==> src/cfm_consts.svh <==
// Constants for the charger fault mask and converter setup register bank.
// Assumes the including file uses these names for offsets, fields and reset values.
`ifndef CFM_CONSTS_SVH
`define CFM_CONSTS_SVH

// Register offsets
`define CFM_OFF_MASK_A      8'h2C
`define CFM_OFF_MASK_B      8'h2D
`define CFM_OFF_SETUP       8'h2E
`define CFM_OFF_CHAN_A      8'h2F

// Reset values
`define CFM_RST_MASK_A      8'h00
`define CFM_RST_MASK_B      8'h00
`define CFM_RST_SETUP       8'h30
`define CFM_RST_CHAN_A      8'h00

// Writable bit masks
`define CFM_WMASK_MASK_A    8'hFF
`define CFM_WMASK_MASK_B    8'hFC
`define CFM_WMASK_SETUP     8'hFF
`define CFM_WMASK_CHAN_A    8'hFE

// Field positions in the converter setup register
`define CFM_BIT_ENABLE      7
`define CFM_BIT_ONESHOT     6
`define CFM_BIT_SPEED_HI    5
`define CFM_BIT_SPEED_LO    4
`define CFM_BIT_AVG         3
`define CFM_BIT_AVG_SEED    2

// Field positions in the second fault mask register
`define CFM_BIT_SYS_SHORT   7
`define CFM_BIT_SYS_OV      6
`define CFM_BIT_REV_OV      5
`define CFM_BIT_REV_UV      4
`define CFM_BIT_THERMAL     2

`endif

==> src/cfm_pkg.sv <==
// Types for the charger fault mask and converter setup register bank.
// Assumes no other package.
package cfm_pkg;
	// Effective resolution codes
	typedef enum logic [1:0] {
		CFM_RES_15 = 2'h0,
		CFM_RES_14 = 2'h1,
		CFM_RES_13 = 2'h2,
		CFM_RES_12 = 2'h3
	} cfm_res_e;
endpackage

==> src/cfm_bank.sv <==
// Fault interrupt masks, converter setup and channel disable registers.
// Assumes an I2C slave elsewhere presents one-cycle synchronous read and write strobes.
`include "cfm_consts.svh"

module cfm_bank (
	// Clock and reset
	input  wire logic       i_clock,
	input  wire logic       i_rst,
	// Register access port
	input  wire logic       i_wr,
	input  wire logic       i_rd,
	input  wire logic [7:0] i_addr,
	input  wire logic [7:0] i_wdata,
	output logic      [7:0] o_rdata,
	output logic            o_rdata_valid,
	output logic            o_addr_hit,
	// Reset sources
	input  wire logic       i_reg_reset,
	input  wire logic       i_watchdog_expired,
	// Protection events, one-cycle pulses
	input  wire logic [7:0] i_fault_a_evt,
	input  wire logic [7:0] i_fault_b_evt,
	input  wire logic       i_conv_done_evt,
	input  wire logic       i_conv_done_irq_off,
	// Interrupt pulse
	output logic            o_irq_pulse,
	// Converter configuration outputs
	output logic            o_conv_enable,
	output logic            o_conv_oneshot,
	output cfm_pkg::cfm_res_e o_conv_resolution,
	output logic            o_average_select,
	output logic            o_average_seed_select,
	output logic      [6:0] o_chan_off
);

	// Register storage
	logic [7:0] mask_a_q;   // First fault mask
	logic [7:0] mask_b_q;   // Second fault mask
	logic [7:0] setup_q;    // Converter setup
	logic [7:0] chan_q;     // Channel disable
	logic [7:0] rdata_q;    // Read data
	logic       rvalid_q;   // Read data valid
	logic       irq_q;      // Interrupt pulse
	logic       write_ok;   // Write accepted

	// Write blocked while the register reset stands
	assign write_ok = i_wr && !i_reg_reset;

	// Write strobe aimed at one register offset; shared by all four registers
	function automatic logic cfm_sel(
		input logic       wr,
		input logic [7:0] addr,
		input logic [7:0] off
	);
		return wr && (addr == off);
	endfunction

	// First fault mask, fully writable
	always_ff @(posedge i_clock) begin
		if (i_rst || i_reg_reset) begin
			mask_a_q <= `CFM_RST_MASK_A;
		end else if (cfm_sel(write_ok, i_addr, `CFM_OFF_MASK_A)) begin
			mask_a_q <= i_wdata & `CFM_WMASK_MASK_A;
		end
	end

	// Second fault mask, bits 1-0 held at zero
	always_ff @(posedge i_clock) begin
		if (i_rst || i_reg_reset) begin
			mask_b_q <= `CFM_RST_MASK_B;
		end else if (cfm_sel(write_ok, i_addr, `CFM_OFF_MASK_B)) begin
			mask_b_q <= i_wdata & `CFM_WMASK_MASK_B;
		end
	end

	// Converter setup; watchdog clears only the enable bit
	always_ff @(posedge i_clock) begin
		if (i_rst || i_reg_reset) begin
			setup_q <= `CFM_RST_SETUP;
		end else if (cfm_sel(write_ok, i_addr, `CFM_OFF_SETUP)) begin
			setup_q <= i_wdata & `CFM_WMASK_SETUP;
			if (i_watchdog_expired) begin
				setup_q[`CFM_BIT_ENABLE] <= 1'b0;
			end
		end else if (i_watchdog_expired) begin
			setup_q[`CFM_BIT_ENABLE] <= 1'b0;
		end
	end

	// Channel disable, bit 0 held at zero
	always_ff @(posedge i_clock) begin
		if (i_rst || i_reg_reset) begin
			chan_q <= `CFM_RST_CHAN_A;
		end else if (cfm_sel(write_ok, i_addr, `CFM_OFF_CHAN_A)) begin
			chan_q <= i_wdata & `CFM_WMASK_CHAN_A;
		end
	end

	// Read path, registered, unmapped reads zero
	always_ff @(posedge i_clock) begin
		if (i_rst) begin
			rdata_q  <= 8'h00;
			rvalid_q <= 1'b0;
		end else begin
			rvalid_q <= i_rd;
			if (i_rd) begin
				unique case (i_addr)
					`CFM_OFF_MASK_A: rdata_q <= mask_a_q;
					`CFM_OFF_MASK_B: rdata_q <= mask_b_q;
					`CFM_OFF_SETUP:  rdata_q <= setup_q;
					`CFM_OFF_CHAN_A: rdata_q <= chan_q;
					default:         rdata_q <= 8'h00;
				endcase
			end
		end
	end

	// Interrupt pulse: unmasked event on a writable mask bit, or done in one-shot mode while done irq is not off
	always_ff @(posedge i_clock) begin
		if (i_rst) begin
			irq_q <= 1'b0;
		end else begin
			irq_q <= (|(i_fault_a_evt & ~mask_a_q))
				|| (|(i_fault_b_evt & ~mask_b_q & `CFM_WMASK_MASK_B))
				|| (i_conv_done_evt && setup_q[`CFM_BIT_ONESHOT]
					&& !i_conv_done_irq_off);
		end
	end

	// Output drive
	assign o_rdata               = rdata_q;
	assign o_rdata_valid         = rvalid_q;
	assign o_addr_hit            = (i_addr >= `CFM_OFF_MASK_A) && (i_addr <= `CFM_OFF_CHAN_A);
	assign o_irq_pulse           = irq_q;
	assign o_conv_enable         = setup_q[`CFM_BIT_ENABLE];
	assign o_conv_oneshot        = setup_q[`CFM_BIT_ONESHOT];
	assign o_conv_resolution     = cfm_pkg::cfm_res_e'(setup_q[`CFM_BIT_SPEED_HI:`CFM_BIT_SPEED_LO]);
	assign o_average_select      = setup_q[`CFM_BIT_AVG];
	assign o_average_seed_select = setup_q[`CFM_BIT_AVG_SEED];
	assign o_chan_off            = chan_q[7:1];

	// Assertions
	property p_mask_a_gate;
		@(posedge i_clock) disable iff (i_rst)
		(i_fault_a_evt[7] && !mask_a_q[7]) |=> o_irq_pulse;
	endproperty
	a_mask_a_gate: assert property (p_mask_a_gate) else $error("unmasked event lost");

	property p_mask_a_block;
		@(posedge i_clock) disable iff (i_rst)
		(i_fault_a_evt == 8'h40 && mask_a_q[6] && i_fault_b_evt == 8'h00 && !i_conv_done_evt)
			|=> !o_irq_pulse;
	endproperty
	a_mask_a_block: assert property (p_mask_a_block) else $error("masked event fired");

	property p_thermal;
		@(posedge i_clock) disable iff (i_rst)
		(i_fault_b_evt[2] && !mask_b_q[2]) |=> o_irq_pulse;
	endproperty
	a_thermal: assert property (p_thermal) else $error("thermal event lost");

	property p_reserved_b;
		@(posedge i_clock) disable iff (i_rst)
		mask_b_q[1:0] == 2'h0 && chan_q[0] == 1'b0;
	endproperty
	a_reserved_b: assert property (p_reserved_b) else $error("reserved bit set");

	property p_watchdog;
		@(posedge i_clock) disable iff (i_rst)
		i_watchdog_expired && !i_reg_reset |=> !o_conv_enable;
	endproperty
	a_watchdog: assert property (p_watchdog) else $error("watchdog kept enable");

	property p_reg_reset;
		@(posedge i_clock) disable iff (i_rst)
		i_reg_reset |=> (setup_q == 8'h30 && mask_a_q == 8'h00
			&& mask_b_q == 8'h00 && chan_q == 8'h00);
	endproperty
	a_reg_reset: assert property (p_reg_reset) else $error("defaults not restored");

	property p_done_cont;
		@(posedge i_clock) disable iff (i_rst)
		(i_conv_done_evt && !o_conv_oneshot && i_fault_a_evt == 8'h00 && i_fault_b_evt == 8'h00)
			|=> !o_irq_pulse;
	endproperty
	a_done_cont: assert property (p_done_cont) else $error("done irq in continuous");

	property p_setup_write;
		@(posedge i_clock) disable iff (i_rst)
		(write_ok && i_addr == 8'h2E && !i_watchdog_expired) |=> o_conv_resolution == $past(i_wdata[5:4]);
	endproperty
	a_setup_write: assert property (p_setup_write) else $error("resolution not stored");

	property p_chan_write;
		@(posedge i_clock) disable iff (i_rst)
		(write_ok && i_addr == 8'h2F) |=> o_chan_off == $past(i_wdata[7:1]);
	endproperty
	a_chan_write: assert property (p_chan_write) else $error("channel bits not stored");

	// Unmasked bus over-voltage entry must pulse the interrupt
	property p_busov_gate;
		@(posedge i_clock) disable iff (i_rst)
		(i_fault_a_evt[6] && !mask_a_q[6]) |=> o_irq_pulse;
	endproperty
	a_busov_gate: assert property (p_busov_gate) else $error("bus ov event lost");

	// Unmasked battery over-voltage entry must pulse the interrupt
	property p_battov_gate;
		@(posedge i_clock) disable iff (i_rst)
		(i_fault_a_evt[5] && !mask_a_q[5]) |=> o_irq_pulse;
	endproperty
	a_battov_gate: assert property (p_battov_gate) else $error("batt ov event lost");

	// Unmasked input over-current must pulse the interrupt
	property p_inoc_gate;
		@(posedge i_clock) disable iff (i_rst)
		(i_fault_a_evt[4] && !mask_a_q[4]) |=> o_irq_pulse;
	endproperty
	a_inoc_gate: assert property (p_inoc_gate) else $error("input oc event lost");

	// Unmasked battery over-current must pulse the interrupt
	property p_battoc_gate;
		@(posedge i_clock) disable iff (i_rst)
		(i_fault_a_evt[3] && !mask_a_q[3]) |=> o_irq_pulse;
	endproperty
	a_battoc_gate: assert property (p_battoc_gate) else $error("batt oc event lost");

	// Unmasked converter over-current must pulse the interrupt
	property p_convoc_gate;
		@(posedge i_clock) disable iff (i_rst)
		(i_fault_a_evt[2] && !mask_a_q[2]) |=> o_irq_pulse;
	endproperty
	a_convoc_gate: assert property (p_convoc_gate) else $error("conv oc event lost");

	// Unmasked second adapter over-voltage must pulse the interrupt
	property p_in2ov_gate;
		@(posedge i_clock) disable iff (i_rst)
		(i_fault_a_evt[1] && !mask_a_q[1]) |=> o_irq_pulse;
	endproperty
	a_in2ov_gate: assert property (p_in2ov_gate) else $error("input2 ov event lost");

	// Unmasked first adapter over-voltage must pulse the interrupt
	property p_in1ov_gate;
		@(posedge i_clock) disable iff (i_rst)
		(i_fault_a_evt[0] && !mask_a_q[0]) |=> o_irq_pulse;
	endproperty
	a_in1ov_gate: assert property (p_in1ov_gate) else $error("input1 ov event lost");

	// Unmasked system short must pulse the interrupt
	property p_sysshort_gate;
		@(posedge i_clock) disable iff (i_rst)
		(i_fault_b_evt[7] && !mask_b_q[7]) |=> o_irq_pulse;
	endproperty
	a_sysshort_gate: assert property (p_sysshort_gate) else $error("short event lost");

	// Unmasked system over-voltage must pulse the interrupt
	property p_sysov_gate;
		@(posedge i_clock) disable iff (i_rst)
		(i_fault_b_evt[6] && !mask_b_q[6]) |=> o_irq_pulse;
	endproperty
	a_sysov_gate: assert property (p_sysov_gate) else $error("sys ov event lost");

	// Unmasked reverse over-voltage must pulse the interrupt
	property p_revov_gate;
		@(posedge i_clock) disable iff (i_rst)
		(i_fault_b_evt[5] && !mask_b_q[5]) |=> o_irq_pulse;
	endproperty
	a_revov_gate: assert property (p_revov_gate) else $error("rev ov event lost");

	// Unmasked reverse under-voltage must pulse the interrupt
	property p_revuv_gate;
		@(posedge i_clock) disable iff (i_rst)
		(i_fault_b_evt[4] && !mask_b_q[4]) |=> o_irq_pulse;
	endproperty
	a_revuv_gate: assert property (p_revuv_gate) else $error("rev uv event lost");

	// A lone masked system short stays silent
	property p_mask_b_block;
		@(posedge i_clock) disable iff (i_rst)
		(i_fault_b_evt == 8'h80 && mask_b_q[7] && i_fault_a_evt == 8'h00 && !i_conv_done_evt)
			|=> !o_irq_pulse;
	endproperty
	a_mask_b_block: assert property (p_mask_b_block) else $error("masked short fired");

	// Events on the read-only bits alone never pulse the interrupt
	property p_reserved_evt;
		@(posedge i_clock) disable iff (i_rst)
		(i_fault_b_evt[7:2] == 6'h00 && i_fault_a_evt == 8'h00 && !i_conv_done_evt)
			|=> !o_irq_pulse;
	endproperty
	a_reserved_evt: assert property (p_reserved_evt) else $error("reserved event fired");

	// First mask stores every written bit
	property p_mask_a_write;
		@(posedge i_clock) disable iff (i_rst)
		(write_ok && i_addr == `CFM_OFF_MASK_A) |=> mask_a_q == $past(i_wdata);
	endproperty
	a_mask_a_write: assert property (p_mask_a_write) else $error("mask a not stored");

	// Second mask stores its writable bits and keeps bits 1-0 clear
	property p_mask_b_write;
		@(posedge i_clock) disable iff (i_rst)
		(write_ok && i_addr == `CFM_OFF_MASK_B) |=> mask_b_q == ($past(i_wdata) & 8'hFC);
	endproperty
	a_mask_b_write: assert property (p_mask_b_write) else $error("mask b not stored");

	// Enable follows a setup write when the watchdog is quiet
	property p_enable_write;
		@(posedge i_clock) disable iff (i_rst)
		(write_ok && i_addr == `CFM_OFF_SETUP && !i_watchdog_expired)
			|=> o_conv_enable == $past(i_wdata[7]);
	endproperty
	a_enable_write: assert property (p_enable_write) else $error("enable not stored");

	// Conversion mode follows a setup write
	property p_oneshot_write;
		@(posedge i_clock) disable iff (i_rst)
		(write_ok && i_addr == `CFM_OFF_SETUP) |=> o_conv_oneshot == $past(i_wdata[6]);
	endproperty
	a_oneshot_write: assert property (p_oneshot_write) else $error("mode not stored");

	// Averaging choice follows a setup write
	property p_avg_write;
		@(posedge i_clock) disable iff (i_rst)
		(write_ok && i_addr == `CFM_OFF_SETUP) |=> o_average_select == $past(i_wdata[3]);
	endproperty
	a_avg_write: assert property (p_avg_write) else $error("average not stored");

	// Average seed choice follows a setup write
	property p_seed_write;
		@(posedge i_clock) disable iff (i_rst)
		(write_ok && i_addr == `CFM_OFF_SETUP)
			|=> o_average_seed_select == $past(i_wdata[2]);
	endproperty
	a_seed_write: assert property (p_seed_write) else $error("seed not stored");

	// Second mask reads back with bits 1-0 clear
	property p_read_mask_b;
		@(posedge i_clock) disable iff (i_rst)
		(i_rd && i_addr == `CFM_OFF_MASK_B) |=> (o_rdata_valid && o_rdata[1:0] == 2'h0);
	endproperty
	a_read_mask_b: assert property (p_read_mask_b) else $error("mask b reserved read");

	// Channel register reads back with bit 0 clear
	property p_read_chan;
		@(posedge i_clock) disable iff (i_rst)
		(i_rd && i_addr == `CFM_OFF_CHAN_A) |=> (o_rdata_valid && o_rdata[0] == 1'b0);
	endproperty
	a_read_chan: assert property (p_read_chan) else $error("channel reserved read");

endmodule

==> config.mk <==
export PLATFORM = sky130hd
export DESIGN_NAME = cfm_bank
export DESIGN_NICKNAME = d
export VERILOG_FILES = /design/src/cfm_pkg.sv /design/src/cfm_bank.sv
export VERILOG_INCLUDE_DIRS = /design/src
export SDC_FILE = /design/constraint.sdc
export NUM_CORES = 1
export LEC_CHECK = 0
export BUFFER_PORTS_ARGS = -buffer_cell sky130_fd_sc_hd__buf_2
export CAP_MARGIN = 10
export CORE_MARGIN = 2
export CORE_UTILIZATION = 44
export DETAILED_ROUTE_END_ITERATION = 8
export PLACE_DENSITY = 0.76
export SLEW_MARGIN = 20
export SYNTH_ARGS = -nofsm -noshare
export SYNTH_HDL_FRONTEND = slang
export SYNTH_SLANG_ARGS = --single-unit
==> constraint.sdc <==
create_clock -name i_clock -period 1.1 [get_ports i_clock]
set_clock_uncertainty 0.1 [all_clocks]
set_input_delay 0.11 -clock i_clock [delete_from_list [all_inputs] [get_ports i_clock]]
set_output_delay 0.11 -clock i_clock [all_outputs]
set_load 0.03 [all_outputs]
==> impl_metrics.yaml <==
run_status:
  status: "complete, but fails checks"
  violations: "setup timing"
sta:
  slew_headroom_pct: 83.5
  rsz0062_at_grt: "true"
  clock.fmax_mhz: 797
  tightestPinTransition_ns: 0.248
  slew_viol_final: 0
  fin_ws_ns: -0.155
  fin_crit_ns: 1.26
  hold_viol: 0
  setup_viol: 7
  setup_tns_ns: -0.943
  fin_crit_sh_pct: 114
pwr:
  pwr-share-clk_pct: 40.9
  p_per_area_nw_per_um2: 1030
  p_switching_uw: 659
  p_seq_share_pct: 48.5
  power_leakage_nw: 1.35
  peakVddDrop_mv: 0.731
  p_int_mw: 2.22
  power.total_mw: 2.88
  switching_share_pct: 22.9
  combPwrFrac_pct: 10.6
drt:
  routed_wl_mm: 5.42
  drt_iter0_markers: 61
  drt_pass1_iterations: 4
  drc: 0
  wl_per_cell_um: 16.9
  via_per_inst: 5.29
  drtAntennaViolNets: 0
  vias: 1697
die:
  fp-row-count: 22
  die-area_um2: 4500
  start_util_pct: 46.8
  die_w_um: 67.1
  boundaryPins: 64
  coreArea_um2: 3740
  die_h_um: 67.1
clock_tree:
  root_buffer: "clkbuf_8"
  clkLatencyLatePin_ns: 0.29
  htree_levels: 2
  cts_sinks: 39
  cts_buffers: 5
  clockBufferDepth: 2
  clkTransAtPathRegs_ns: 0.08
  cts_tree: "yes"
final_layout:
  n_fill_cell: 245
  multi_input_area_um2: 951
  layout_commonest_cell: "buf_2"
  post_layout_nonfiller_instances: 321
  final_area_um2: 2810
  area_growth_pct: 60.3
  antennaDiodeCount: 0
  finalNetCount: 312
  drive_above_1_share_pct: 53.8
  mostFrequentLayoutCells: "buf_2 (45), nor2_1 (31), buf_6 (30)"
  regArea_um2: 816
  utilization_pct: 74.9
synth:
  syn-cell-area_um2: 1750
  ys_ff_latch: 39
  synth.net_count: 210
  syn_area_per_cell_um2: 10.3
  ys_warn_count: 0
  synth_cells: 170
  synth-edff-count: 0
  seq_area_frac_synth_pct: 44.6
  dominantRegCellSynth: "dfxtp_1"
  synthArstFlopShare_pct: 0
  yosysUniqueCellTypes: 28
critical_path:
  startpoint_type: "register"
  worstPathCellList: "mux4_2, a32o_1"
  crit_fanout: 2
  path_class: "register to register"
  cp_num_buf_inv: 0
  cp_data_required_time_ns: 1.18
  critPathSlowestCell: "mux4_2"
  arrival_ns: 1.34
  end_kind: "register"
  cp_top_family: "multiplexers"
  ff2ff_setup_slack_ns: -0.16
  max_stage_delay_ns: 0.47
placed_design:
  place.gp.congestion: 0.822
  place_hpwl_mm: 3.57
  place_area_um2: 2400
  io_buffers: 61
  dpl.cell_count: 305
grt:
  grtUsageTotal_pct: 23.9
  use_met3_pct: 4.73
  grt_pass1_wl_mm: 7.82
  grt_overflow: 0
  grt_pass1_vias: 1636
  grtUsageMet2_pct: 38.5
  busiest_layer: "met2"
  grt_use_met1_pct: 32.0
  antenna_found_initial: 0
  grt_max_degree: 13
run:
  cap_violations: 0
hold_path:
  worstHoldPathType: "primary input to register"
==> synthesized netlist by cell type (2+ instances only) <==
| cell | n | share of area, % |
|---|---|---|
| nand4_2 | 3 | 2.1 |
| nor2_1 | 32 | 6.9 |
| nor2b_1 | 3 | 1.1 |
| mux4_2 | 6 | 7.7 |
| nand2b_1 | 2 | 0.71 |
| a21oi_1 | 3 | 0.86 |
| a32o_1 | 7 | 4.0 |
| mux2i_1 | 29 | 17 |
| o22ai_1 | 4 | 1.4 |
| clkbuf_1 | 5 | 1.1 |
| a221oi_1 | 2 | 1.0 |
| dfxtp_1 | 39 | 45 |
| buf_4 | 3 | 1.3 |
| nor3_1 | 4 | 1.1 |
| buf_6 | 3 | 1.9 |
| inv_1 | 13 | 2.8 |
==> power by group through the flow <==
stage	clock, mW	combinational, mW	sequential, mW
final	1.18	0.306	1.40
after CTS	1.18	0.278	1.40
after global placement	0	0.254	1.43
after floorplan	0	0.107	1.44
after detailed placement	0	0.260	1.43
after global routing	1.23	0.326	1.40
==> through the flow <==
| stage | hold WS, ns | setup WS [ns] |
|---|---|---|
| finish | 0.00750 | -0.155 |
| floorplan | 0.0791 | -0.150 |
| global placement | 0.176 | -0.247 |
| detailed placement | 0.188 | -0.279 |
| CTS | 0.00213 | -0.150 |
| global route | 0.0136 | -0.187 |
==> worst paths after layout <==
| path | startpoint | end | cells past startpoint |
|---|---|---|---|
| min | i_rd | o_rdata[0] | 3 |
| min reg2reg | o_rdata[7] | o_rdata[7] | 1 |
| max reg2reg | chan_q[5] | o_rdata[5] | 2 |
| max | chan_q[5] | o_rdata[5] | 2 |
==> per-layer routing <==
layer  wire [um]  vias up
met3         427        7
met2        2630       79
met4          55        0
met5           0        -
li1            -      810
met1        2300      801
==> kinds of logic after synthesis <==
logic type	synth area share, %
simple gates	15.1
mux	24.3
flops	44.6
compound gates	8.65
buf+inv	7.36
==> area by class of cell <==
| cell class | count | share of cell area, % |
|---|---|---|
| flip-flops and latches | 39 | 29.1 |
| multi-input cells | 107 | 33.9 |
| inverters | 13 | 1.83 |
| repair buffers | 106 | 29.3 |
| clock buffers | 7 | 2.72 |
| well taps | 48 | 2.14 |
| clock inverters | 1 | 1.07 |
==> worst reg2reg max path, delay by kind of cell (launching register included) <==
family / cells / cell delay [ns]
multiplexers: 1 / 0.47
flip-flops: 1 / 0.35
AO/OA/AOI/OAI: 1 / 0.24
==> flip-flops by register name, summed over array words and instances (netlist names) <==
register and flops:
chan_q 7, mask_a_q 8, mask_b_q 6, o_irq_pulse 1
o_rdata 8, o_rdata_valid 1, setup_q 8
==> timing repair <==
item                       CTS  global route
hold buffers                 5             0
pin swaps                    3             6
resized for setup           37            26
setup buffers                1             1
setup endpoints to repair   21            31
cloned                       0             1
hold endpoints to repair     7             0
Note: power is estimated with default switching activity, not from simulation.
